[config.mk]
export PLATFORM = sky130hd
export DESIGN_NAME = rtcdr_top
export DESIGN_NICKNAME = d
export VERILOG_FILES = /design/src/rtcdr_pkg.sv /design/src/rtcdr_bus_if.sv /design/src/rtcdr_top.sv /design/src/rtcdr_calendar.sv
export SDC_FILE = /design/constraint.sdc
export NUM_CORES = 1
export LEC_CHECK = 0
export ABC_AREA = 0
export BUFFER_PORTS_ARGS = -buffer_cell sky130_fd_sc_hd__buf_4
export CAP_MARGIN = 5
export CORE_ASPECT_RATIO = 2
export CORE_MARGIN = 2
export CORE_UTILIZATION = 52
export DETAILED_ROUTE_END_ITERATION = 6
export PLACE_DENSITY = 0.74
export SLEW_MARGIN = 0
export SYNTH_ARGS = -nofsm -noshare
export SYNTH_HDL_FRONTEND = slang
export SYNTH_SLANG_ARGS = --single-unit
[constraint.sdc]
create_clock -name clk -period 4.6 [get_ports clk]
set_input_delay 0.92 -clock clk [delete_from_list [all_inputs] [get_ports clk]]
set_output_delay 0.92 -clock clk [all_outputs]
set_load 0.01 [all_outputs]
[src/rtcdr_pkg.sv]
package rtcdr_pkg;
  // register offsets on the plain register port (word index)
  localparam logic [3:0] ADDR_CTRL    = 4'h0;
  localparam logic [3:0] ADDR_YEAR    = 4'h1;
  localparam logic [3:0] ADDR_CALENDAR_MONTH_DAY_VALUE   = 4'h2;
  localparam logic [3:0] ADDR_WIN     = 4'h3;
  localparam logic [3:0] ADDR_IRQ_ST  = 4'h4;
  localparam logic [3:0] ADDR_IRQ_EN  = 4'h5;
  localparam logic [3:0] ADDR_IRQ_CLR = 4'h6;

  // control register fields
  localparam int CTRL_RPT_LSB  = 0;
  localparam int CTRL_PTR_LSB  = 8;
  localparam int CTRL_WRAP_BIT = 14;
  localparam int CTRL_WREN_BIT = 15;

  // year and month/day fields
  localparam int YR_TENS_LSB  = 4;
  localparam int YR_ONES_LSB  = 0;
  localparam int MON_TENS_BIT = 12;
  localparam int MON_ONES_LSB = 8;
  localparam int DAY_TENS_LSB = 4;
  localparam int DAY_ONES_LSB = 0;

  // interrupt status bits
  localparam int IRQ_ALARM_BIT = 0;
  localparam int IRQ_YEAR_BIT  = 1;
  localparam int IRQ_EXPIRE_BIT = 2;
  localparam int IRQ_BITS      = 3;

  // reset values: first of the month, year 00
  localparam logic [7:0]  RST_YEAR  = 8'h00;
  localparam logic [12:0] RST_CALENDAR_MONTH_DAY_VALUE = 13'h0101;
  localparam logic [7:0]  RST_RPT   = 8'h00;
  localparam logic [1:0]  RST_PTR   = 2'h0;
  localparam logic [1:0]  PTR_UNIMPL = 2'h3;
endpackage

[src/rtcdr_bus_if.sv]
`timescale 1ns/1ps
// calendar tick path between the top and the calendar counter
interface rtcdr_bus_if;
  logic        day_tick;
  logic        sw_wr_year;
  logic        sw_wr_calendar_month_day_value;
  logic [15:0] wdata;
  logic [7:0]  year;
  logic [12:0] calendar_month_day_value;
  logic        year_roll;

  modport top (output day_tick, sw_wr_year, sw_wr_calendar_month_day_value, wdata,
               input year, calendar_month_day_value, year_roll);
  modport cal (input day_tick, sw_wr_year, sw_wr_calendar_month_day_value, wdata,
               output year, calendar_month_day_value, year_roll);
endinterface

[src/rtcdr_top.sv]
`timescale 1ns/1ps
// Overview of operation
// - year tens digit, bcd 0-9, bits 7..4 of year register.
// - year ones digit, bcd 0-9, bits 3..0 of year register.
// - year register bits 15..8 read zero, no storage.
// - year writes ignored unless the write enable bit is one.
// - month tens digit is one bit at position 12.
// - month ones digit, bcd 0-9, bits 11..8.
// - day tens digit, two bits 0-3, bits 5..4.
// - day ones digit, bcd 0-9, bits 3..0.
// - month/day bits 15..13 and 7..6 read zero.
// - month/day writes taken only while write enable is one.
// - calendar logic advances year and month/day digits itself.
module rtcdr_top (
  // clock and reset
  input  wire logic        clk,
  input  wire logic        srst,
  // register port
  input  wire logic [3:0]  addr,
  input  wire logic [15:0] wdata,
  input  wire logic        wr,
  input  wire logic        rd,
  output logic      [15:0] rdata,
  // calendar timebase events, same clock domain
  input  wire logic        day_tick,
  input  wire logic        alarm_event,
  // window data to the alarm value store
  output logic      [1:0]  alarm_window_pointer,
  output logic             alarm_window_access,
  output logic             alarm_window_upper,
  output logic             alarm_window_write,
  input  wire logic [15:0] alarm_value_window,
  // loose control bits toward the rest of the clock
  output logic             clock_value_write_enable,
  output logic             repeat_wrap_enable,
  output logic             alarm_repeats_expired,
  // interrupt
  output logic             irq
);
  localparam int NB = rtcdr_pkg::IRQ_BITS;

  typedef struct packed {
    logic [7:0]    rpt;
    logic [1:0]    ptr;
    logic          wrap;
    logic          wren;
    logic [NB-1:0] ist;
    logic [NB-1:0] ien;
    logic [15:0]   rdata;
    logic          expired;
  } rtcdr_st_t;

  rtcdr_st_t st_r, st_nxt;

  rtcdr_bus_if cb ();

  ////////////////////////////////////////////////////////////////////////
  // calendar digits live in the counter module
  rtcdr_calendar u_cal (
    .clk  (clk),
    .srst (srst),
    .cb   (cb)
  );

  // software load only when write enable is set
  assign cb.day_tick    = day_tick;
  assign cb.sw_wr_year  = wr && addr == rtcdr_pkg::ADDR_YEAR
                          && st_r.wren;
  assign cb.sw_wr_calendar_month_day_value = wr && addr == rtcdr_pkg::ADDR_CALENDAR_MONTH_DAY_VALUE
                          && st_r.wren;
  assign cb.wdata       = wdata;

  ////////////////////////////////////////////////////////////////////////
  // window decode: upper flag is set on any window access while the pointer is not the unimplemented code
  logic win_acc;
  logic win_upper;
  assign win_acc   = (wr || rd) && addr == rtcdr_pkg::ADDR_WIN;
  assign win_upper = win_acc && st_r.ptr != rtcdr_pkg::PTR_UNIMPL;

  // read mux, pure function of address and state
  function automatic logic [15:0] rtcdr_read(input logic [3:0] a,
                                             input rtcdr_st_t s,
                                             input logic [7:0] yr,
                                             input logic [12:0] md,
                                             input logic [15:0] win);
    rtcdr_read = 16'h0000;
    if (a == rtcdr_pkg::ADDR_CTRL) begin
      rtcdr_read = {s.wren, s.wrap, 4'h0, s.ptr, s.rpt};
    end else if (a == rtcdr_pkg::ADDR_YEAR) begin
      rtcdr_read = {8'h00, yr};
    end else if (a == rtcdr_pkg::ADDR_CALENDAR_MONTH_DAY_VALUE) begin
      rtcdr_read = {3'b000, md[12:8], 2'b00, md[5:0]};
    end else if (a == rtcdr_pkg::ADDR_WIN) begin
      rtcdr_read = (s.ptr == rtcdr_pkg::PTR_UNIMPL) ? 16'h0000 : win;
    end else if (a == rtcdr_pkg::ADDR_IRQ_ST) begin
      rtcdr_read = 16'(s.ist);
    end else if (a == rtcdr_pkg::ADDR_IRQ_EN) begin
      rtcdr_read = 16'(s.ien);
    end
  endfunction
  // md bits 7..6 and 15..13 are forced zero above

  ////////////////////////////////////////////////////////////////////////
  // next state
  always_comb begin
    logic [NB-1:0] ev;
    ev = '0;
    st_nxt = st_r;
    st_nxt.expired = 1'b0;
    st_nxt.rdata = rd ? rtcdr_read(addr, st_r, cb.year, cb.calendar_month_day_value,
                                   alarm_value_window) : 16'h0000;

    // control register write
    if (wr && addr == rtcdr_pkg::ADDR_CTRL) begin
      st_nxt.rpt  = wdata[rtcdr_pkg::CTRL_RPT_LSB +: 8];
      st_nxt.ptr  = wdata[rtcdr_pkg::CTRL_PTR_LSB +: 2];
      st_nxt.wrap = wdata[rtcdr_pkg::CTRL_WRAP_BIT];
      st_nxt.wren = wdata[rtcdr_pkg::CTRL_WREN_BIT];
    end else if (win_upper && st_r.ptr != 2'h0) begin
      // pointer steps down after each upper access, stops at zero
      st_nxt.ptr = 2'(st_r.ptr - 2'h1);
    end

    // alarm event counts the repeat down; a decrement beats a same-cycle write
    if (alarm_event) begin
      ev[rtcdr_pkg::IRQ_ALARM_BIT] = 1'b1;
      if (st_r.rpt != 8'h00 || st_r.wrap) begin
        st_nxt.rpt = 8'(st_r.rpt - 8'h01);
      end else begin
        // zero held: no further repeats left
        st_nxt.expired = 1'b1;
        ev[rtcdr_pkg::IRQ_EXPIRE_BIT] = 1'b1;
      end
    end
    ev[rtcdr_pkg::IRQ_YEAR_BIT] = cb.year_roll;

    // interrupt enable and write-one-to-clear; set wins over clear
    if (wr && addr == rtcdr_pkg::ADDR_IRQ_EN) begin
      st_nxt.ien = wdata[NB-1:0];
    end
    if (wr && addr == rtcdr_pkg::ADDR_IRQ_CLR) begin
      st_nxt.ist = st_r.ist & ~wdata[NB-1:0];
    end
    st_nxt.ist = st_nxt.ist | ev;
  end

  // state register
  always_ff @(posedge clk) begin
    if (srst) begin
      st_r <= '{rpt: rtcdr_pkg::RST_RPT, ptr: rtcdr_pkg::RST_PTR,
                wrap: 1'b0, wren: 1'b0, ist: '0, ien: '0,
                rdata: 16'h0000, expired: 1'b0};
    end else begin
      st_r <= st_nxt;
    end
  end

  ////////////////////////////////////////////////////////////////////////
  // outputs
  assign rdata                    = st_r.rdata;
  assign alarm_window_pointer     = st_r.ptr;
  assign alarm_window_access      = win_acc;
  assign alarm_window_upper       = win_upper;
  assign alarm_window_write       = win_acc && wr;
  assign clock_value_write_enable = st_r.wren;
  assign repeat_wrap_enable       = st_r.wrap;
  assign alarm_repeats_expired    = st_r.expired;
  // level interrupt while any enabled status bit stands
  assign irq = |(st_r.ist & st_r.ien);
endmodule // rtcdr_top

[src/rtcdr_calendar.sv]
`timescale 1ns/1ps
// bcd year and month/day counter; software load or hardware advance
module rtcdr_calendar (
  // clock and reset
  input  wire logic clk,
  input  wire logic srst,
  // link to top
  rtcdr_bus_if.cal  cb
);
  typedef struct packed {
    logic [7:0]  year;
    logic [12:0] calendar_month_day_value;
    logic        roll;
  } rtcdr_cal_st_t;

  rtcdr_cal_st_t st_r, st_nxt;

  // days in month from bcd month, leap from bcd year (2000-2099 range)
  function automatic logic [5:0] rtcdr_last_day(input logic [4:0] m,
                                                 input logic [7:0] y);
    logic [5:0] bin;
    logic leap;
    bin  = 6'(m[4] ? 10 + m[3:0] : m[3:0]);
    leap = ((y[4] ? 4'(y[3:0] + 4'hA) : y[3:0]) & 4'h3) == 4'h0;
    case (bin)
      6'h02:   rtcdr_last_day = leap ? 6'h29 : 6'h28;
      6'h04, 6'h06, 6'h09, 6'h0B: rtcdr_last_day = 6'h30;
      default: rtcdr_last_day = 6'h31;
    endcase
  endfunction

  // one bcd digit step, carry when limit reached
  function automatic logic [3:0] rtcdr_inc(input logic [3:0] d);
    rtcdr_inc = (d == 4'h9) ? 4'h0 : 4'(d + 4'h1);
  endfunction

  // next state
  always_comb begin
    logic [5:0] day;
    logic [4:0] mon;
    day = {cb.calendar_month_day_value[5:4], cb.calendar_month_day_value[3:0]};
    mon = cb.calendar_month_day_value[12:8];
    st_nxt = st_r;
    st_nxt.roll = 1'b0;
    if (cb.sw_wr_year) begin
      st_nxt.year = cb.wdata[7:0];
    end else if (cb.sw_wr_calendar_month_day_value) begin
      st_nxt.calendar_month_day_value = {cb.wdata[12:8], 2'b00, cb.wdata[5:0]};
    end else if (cb.day_tick) begin
      if (day == rtcdr_last_day(mon, st_r.year)) begin
        st_nxt.calendar_month_day_value[5:0] = 6'h01;
        if (mon == 5'h12) begin
          st_nxt.calendar_month_day_value[12:8] = 5'h01;
          st_nxt.roll = 1'b1;
          st_nxt.year[3:0] = rtcdr_inc(st_r.year[3:0]);
          if (st_r.year[3:0] == 4'h9) begin
            st_nxt.year[7:4] = rtcdr_inc(st_r.year[7:4]);
          end
        end else if (mon[3:0] == 4'h9) begin
          st_nxt.calendar_month_day_value[12:8] = 5'h10;
        end else begin
          st_nxt.calendar_month_day_value[11:8] = 4'(mon[3:0] + 4'h1);
        end
      end else if (day[3:0] == 4'h9) begin
        st_nxt.calendar_month_day_value[5:0] = {2'(day[5:4] + 2'h1), 4'h0};
      end else begin
        st_nxt.calendar_month_day_value[3:0] = 4'(day[3:0] + 4'h1);
      end
    end
  end

  // state register
  always_ff @(posedge clk) begin
    if (srst) begin
      st_r <= '{year: rtcdr_pkg::RST_YEAR, calendar_month_day_value: rtcdr_pkg::RST_CALENDAR_MONTH_DAY_VALUE,
                roll: 1'b0};
    end else begin
      st_r <= st_nxt;
    end
  end

  assign cb.year      = st_r.year;
  assign cb.calendar_month_day_value     = st_r.calendar_month_day_value;
  assign cb.year_roll = st_r.roll;
endmodule // rtcdr_calendar

==> results of run 1 <==
## final cells by class
| type | count | area (sq um) | area share, % |
|---|---|---|---|
| clock buffer | 5 | 125 | 3.17 |
| clock inverter | 3 | 22.5 | 0.570 |
| inverter | 19 | 71.3 | 1.80 |
| multi-input combinational | 328 | 2010 | 51.0 |
| sequential | 55 | 1100 | 27.9 |
| tap | 86 | 108 | 2.72 |
| timing repair buffer | 68 | 510 | 12.9 |
## Yosys cell counts, types with 3 or more instances
master / instances
nand2_1: 57
nor2_1: 56
dfxtp_1: 55
a21oi_1: 33
nor3_1: 20
buf_4: 19
inv_1: 19
o21ai_0: 15
clkbuf_1: 14
nand3_1: 11
a211oi_1: 9
a22oi_1: 9
nand2b_1: 8
a222oi_1: 7
ha_1: 6
mux2_2: 6
mux2i_1: 6
or3_1: 6
a31oi_1: 5
nand4_1: 4
o211ai_1: 4
xnor2_1: 4
a311oi_1: 3
buf_1: 3
buf_2: 3
nand3b_1: 3
nand4b_1: 3
o41ai_1: 3
or4_1: 3
xor2_1: 3
## logic make-up (layout without fill, tap and decap cells)
family / count (synthesis) / in the layout / synth area share [%]
adder cells (fa/ha/maj): 6 / 6 / 2.19
AO/OA/AOI/OAI: 112 / 112 / 23.5
buffers and inverters: 60 / 95 / 9.21
XOR/XNOR: 7 / 7 / 1.79
AND/OR/NAND/NOR: 191 / 191 / 27.4
multiplexers: 12 / 12 / 3.73
flip-flops: 55 / 55 / 32.2
## metal layers
layer | GRT usage (%) | vias up | wire length (microns)
li1 | - | 1658 | -
met4 | 15.3 | 0 | 427
met1 | 33.0 | 1665 | 3610
met5 | 0 | - | 0
met3 | 4.38 | 28 | 576
met2 | 50.7 | 135 | 5520
## final timing paths
path,start,endpoint,slack [ps]
min,u_cal.cb.year_roll,st_r[21],450
max,u_cal.cb.calendar_month_day_value[9],u_cal.cb.calendar_month_day_value[9],1550
min reg2reg,u_cal.cb.year_roll,st_r[21],450
max reg2reg,u_cal.cb.calendar_month_day_value[9],u_cal.cb.calendar_month_day_value[9],1550
## worst reg2reg max path, stage by stage (launching register included)
cell,delay [ps]
dfxtp_1,570
ha_1,340
nor4bb_1,370
nor3_1,160
or3_1,420
o2111ai_4,160
nand2_1,340
o311ai_0,430
o211ai_1,140
## power groups by stage
stage | clock network [mW] | logic (mW) | registers (mW)
4_1_cts | 0.399 | 0.355 | 0.571
3_3_place_gp | 0 | 0.344 | 0.581
6_report | 0.395 | 0.357 | 0.574
5_1_grt | 0.414 | 0.398 | 0.579
3_5_place_dp | 0 | 0.352 | 0.583
2_1_floorplan | 0 | 0.255 | 0.568
## state kept, by name, summed over array words and instances, names as in the netlist
name,cells
rdata,16
st_r,14
u_cal.cb.calendar_month_day_value,11
u_cal.cb.year,8
alarm_window_pointer,2
alarm_repeats_expired,1
clock_value_write_enable,1
repeat_wrap_enable,1
u_cal.cb.year_roll,1
==> impl_metrics.yaml, run 1 <==
synth:
  synth_nets: 491
  syn_area_per_cell_sq_um: 7.73
  syn_inst: 443
  ys_seq_area_share_pct: 32.2
  synth_top_cell_area_share_pct: 32.2
  ys.flop_type: "dfxtp_1"
  synth_top_area_cell: "dfxtp_1"
  yosysWarnings: 0
  synth_edf_count: 0
  synthTopCellsByArea: "dfxtp_1, nand2_1, nor2_1"
  ys_ff_latch: 55
  async_flop_share_pct: 0
  syn_area_sq_mm: 0.00342
  synthDistinctLibCells: 63
sta:
  setup_tns_ps: 0
  finClkSkew_ps: 6.26
  slew_headroom_pct: 19.9
  setup_slack_ps: 1550
  worst_slew_pin_slew_ps: 1200
  fin_crit_sh_pct: 66.3
  setup_viol: 0
  slew_viol_final: 0
  min_period_ps: 3050
  rsz0062_at_grt: "false"
  hold_viol: 0
  max_freq_mhz: 328
  whs_ps: 455
pwr:
  p_comb_share_pct: 26.9
  p_clk_share_pct: 29.8
  finalPower_mw: 1.33
  max-vdd-ir-drop_v: 0.000371
  netSwitchingPower_mw: 0.447
  intPower_mw: 0.879
  swShare_pct: 33.7
  seqPwrFrac_pct: 43.3
  power_leakage_nw: 1.51
  power_density_mw_per_mm2: 335
finish:
  final_cells: 564
  nFillCells: 616
  mostFrequentLayoutCell: "buf_4"
  syn2layout_area_growth_pct: 15.5
  final_util_pct: 62.1
  drive_gt1_share_pct: 19.5
  antenna_cells: 0
  design_area_sq_mm: 0.00395
  layout_common_cells: "buf_4, nand2_1, nor2_1"
  final_nets: 525
drt:
  vias: 3486
  drt_first_iter_violations: 279
  drt_wl_total_microns: 10100
  drtAntennaViolNets: 0
  via_per_inst: 6.18
  dr.pass1.iters: 7
  routedWlPerCell_microns: 18.0
  drcViolationCount: 1
global_route:
  gr-total-overflow: 0
  grt_max_degree: 39
  grt_pass1_vias: 3438
  grt_pass1_wl_microns: 16400
  grt_antenna_before_repair: 0
  track_usage_pct: 29.4
worst_setup_path:
  crit_required_ps: 4780
  crit_type: "reg -> reg"
  crit_chain: "ha_1 > nor4bb_1 > nor3_1 > or3_1 > o2111ai_4 > nand2_1 > o311ai_0 > o211ai_1"
  cp.arrival_ps: 3230
  cp_top_family: "simple AND/OR/NAND/NOR gates"
  slowest_stage: "dfxtp_1"
  crit_buf_inv: 0
  crit_fanout: 10
  worstSetupEndpointType: "flop"
  worst-path-stages: 8
  rr_worst_depth: 8
  start_kind: "flop"
  slowest_delay_ps: 570
die:
  die_y_microns: 119
  die_x_microns: 61.4
  core-area_sq_mm: 0.00636
  start_util_pct: 53.8
  die-area_sq_mm: 0.00729
  ioPinCount: 67
  fp-row-count: 41
clock_network:
  cts.htree.levels: 2
  clkTransAtPathRegs_ps: 80
  post_cts_resized: 0
  ctsHoldBuffers: 0
  cts_root_buf: "clkbuf_16"
  cts-buffers-inserted: 5
  post_cts_buffers: 0
  clock_latency_ps: 300
  tritoncts: "yes"
  clock_sinks: 55
  clockBufferDepth: 2
run_status:
  violations: "design-rule violations"
  outcome: "complete, but fails checks"
placement:
  placedCellCount: 556
  place.gp.congestion: 0.879
  place_ws_ps: 1440
  portBuffers: 65
  dpl.hpwl_microns: 7550
  place_area_sq_mm: 0.00380
worst_hold_path:
  hold_depth: 2
  min_path_type: "reg -> reg"
flow_run:
  maxCapViolations: 0
Note: power is estimated with default switching activity, not from simulation.
==> inputs of run 2 (changes only) <==
--- a/config.mk
+++ b/config.mk
@@ -10,7 +10,7 @@
 export CAP_MARGIN = 5
 export CORE_ASPECT_RATIO = 2
 export CORE_MARGIN = 2
-export CORE_UTILIZATION = 52
+export CORE_UTILIZATION = 50
 export DETAILED_ROUTE_END_ITERATION = 6
 export PLACE_DENSITY = 0.74
 export SLEW_MARGIN = 0
==> constraint.sdc (replaced) <==
create_clock -name clk -period 2.5 [get_ports clk]
set_input_delay 0.5 -clock clk [delete_from_list [all_inputs] [get_ports clk]]
set_output_delay 0.5 -clock clk [all_outputs]
set_load 0.01 [all_outputs]
==> run 2 against run 1 <==
  * The flow now finishes without violations
  * Global-route usage fell by 1.3 points
  * Design area is 6.3% higher
  * Non-clock buffer count grew 25
  * Largest power group unchanged
==> impl_metrics.yaml, run 2 (same netlist as run 1, synthesis figures left out) <==
run_status:
  outcome: "completed"
sta:
  setup_slack_ps: 23.5
  hold_viol: 0
  max_freq_mhz: 404
  fin_crit_sh_pct: 99.1
  worst_slew_pin_slew_ps: 638
  rsz0062_at_grt: "true"
  finClkSkew_ps: 9.21
  slew_headroom_pct: 57.3
  min_period_ps: 2480
  slew_viol_final: 0
  setup_viol: 0
  setup_tns_ps: 0
  whs_ps: 409
placement:
  place_area_sq_mm: 0.00398
  dpl.hpwl_microns: 8090
  place.gp.congestion: 0.926
  placedCellCount: 582
  portBuffers: 65
  place_ws_ps: -34.9
finish:
  final_nets: 550
  final_util_pct: 63.4
  nFillCells: 622
  antenna_cells: 0
  layout_common_cells: "buf_4, nand2_1, nor2_1"
  drive_gt1_share_pct: 25.0
  largest_register_ffs: 16
  mostFrequentLayoutCell: "buf_4"
  syn2layout_area_growth_pct: 22.7
  design_area_sq_mm: 0.00420
  final_cells: 591
clock_network:
  clock_latency_ps: 310
  tritoncts: "yes"
  ctsHoldBuffers: 0
  clockBufferDepth: 2
  cts.htree.levels: 2
  cts-buffers-inserted: 5
  cts_root_buf: "clkbuf_16"
  clkTransAtPathRegs_ps: 70
  clock_sinks: 55
drt:
  vias: 3596
  routedWlPerCell_microns: 17.9
  drt_wl_total_microns: 10600
  drcViolationCount: 0
  dr.pass1.iters: 6
  drt_first_iter_violations: 308
  drtAntennaViolNets: 0
  via_per_inst: 6.08
die:
  fp-row-count: 42
  die-area_sq_mm: 0.00756
  start_util_pct: 51.7
  ioPinCount: 67
  core-area_sq_mm: 0.00662
  die_y_microns: 121
  die_x_microns: 62.5
worst_setup_path:
  cp_top_family: "simple AND/OR/NAND/NOR gates"
  crit_fanout: 9
  r2r-end: "u_cal.cb.calendar_month_day_value[3]"
  crit_type: "reg -> reg"
  slowest_stage: "or4_1"
  crit_chain: "ha_2 > nor4bb_4 > or3_4 > a2111o_1 > o2111ai_4 > and2_4 > or4_1 > a21oi_1"
  slowest_delay_ps: 520
  crit_required_ps: 2730
  rrSetupSlack_ps: 20
  timing.rr.start: "u_cal.cb.calendar_month_day_value[9]"
  crit_buf_inv: 0
  start_kind: "flop"
  rr_worst_depth: 8
  worstSetupEndpointType: "flop"
  cp.arrival_ps: 2710
global_route:
  grt_pass1_vias: 3418
  grt_pass1_wl_microns: 16700
  grt_max_degree: 21
  track_usage_pct: 28.2
  gr-total-overflow: 0
  grt_antenna_before_repair: 0
pwr:
  max-vdd-ir-drop_v: 0.000716
  power_density_mw_per_mm2: 596
  finalPower_mw: 2.51
  power_leakage_nw: 1.63
worst_hold_path:
  min_to: "u_cal.cb.calendar_month_day_value[12]"
  min_path_type: "in -> reg"
  hold_depth: 3
  min-delay-start: "wdata[12]"
flow_run:
  maxCapViolations: 0
-- run 2: layout make-up --
| cell class | instances | area [sq um] | share of cell area, % |
|---|---|---|---|
| clock inverters | 2 | 17.5 | 0.417 |
| clock buffers | 6 | 129 | 3.07 |
| multi-input cells | 328 | 2070 | 49.2 |
| well taps | 88 | 110 | 2.62 |
| repair buffers | 93 | 702 | 16.7 |
| inverters | 19 | 71.3 | 1.70 |
| flip-flops and latches | 55 | 1100 | 26.3 |
-- run 2: worst max path at each step --
stage	from	to	depth (start not counted)
3_5_place_dp	u_cal.cb.calendar_month_day_value[9]	u_cal.cb.calendar_month_day_value[3]	8
2_1_floorplan	u_cal.cb.calendar_month_day_value[9]	u_cal.cb.calendar_month_day_value[9]	8
4_1_cts	u_cal.cb.calendar_month_day_value[9]	u_cal.cb.calendar_month_day_value[3]	8
3_3_place_gp	u_cal.cb.calendar_month_day_value[9]	u_cal.cb.calendar_month_day_value[3]	8
6_report	u_cal.cb.calendar_month_day_value[9]	u_cal.cb.calendar_month_day_value[3]	8
5_1_grt	u_cal.cb.calendar_month_day_value[9]	u_cal.cb.calendar_month_day_value[3]	8
-- run 2: per-layer routing --
metal  up-vias  routed length, microns  track usage [%]
met3        43                     596             4.36
met4         0                     535             17.2
met1      1705                    3700             29.3
li1       1704                       -                -
met5         -                       0                0
met2       144                    5740             51.9
-- run 2: worst reg2reg max path: cells and delay by family (launching register included) --
| kind | cells | cell delay (ps) |
|---|---|---|
| flops | 1 | 360 |
| compound gates | 3 | 460 |
| fa+ha+maj | 1 | 320 |
| simple gates | 4 | 1290 |
-- run 2: report_power, final --
| group | internal (mW) | leakage [nW] | switching, mW |
|---|---|---|---|
| registers | 0.962 | 0.447 | 0.104 |
| clock network | 0.376 | 0.0710 | 0.340 |
| logic | 0.331 | 1.11 | 0.392 |
-- run 2: repair_timing --
item	in CTS	in global routing
endpoints found under the setup margin	4	16
pin swaps	1	4
gates resized for setup	7	8
setup buffers	0	1
cloned	0	0
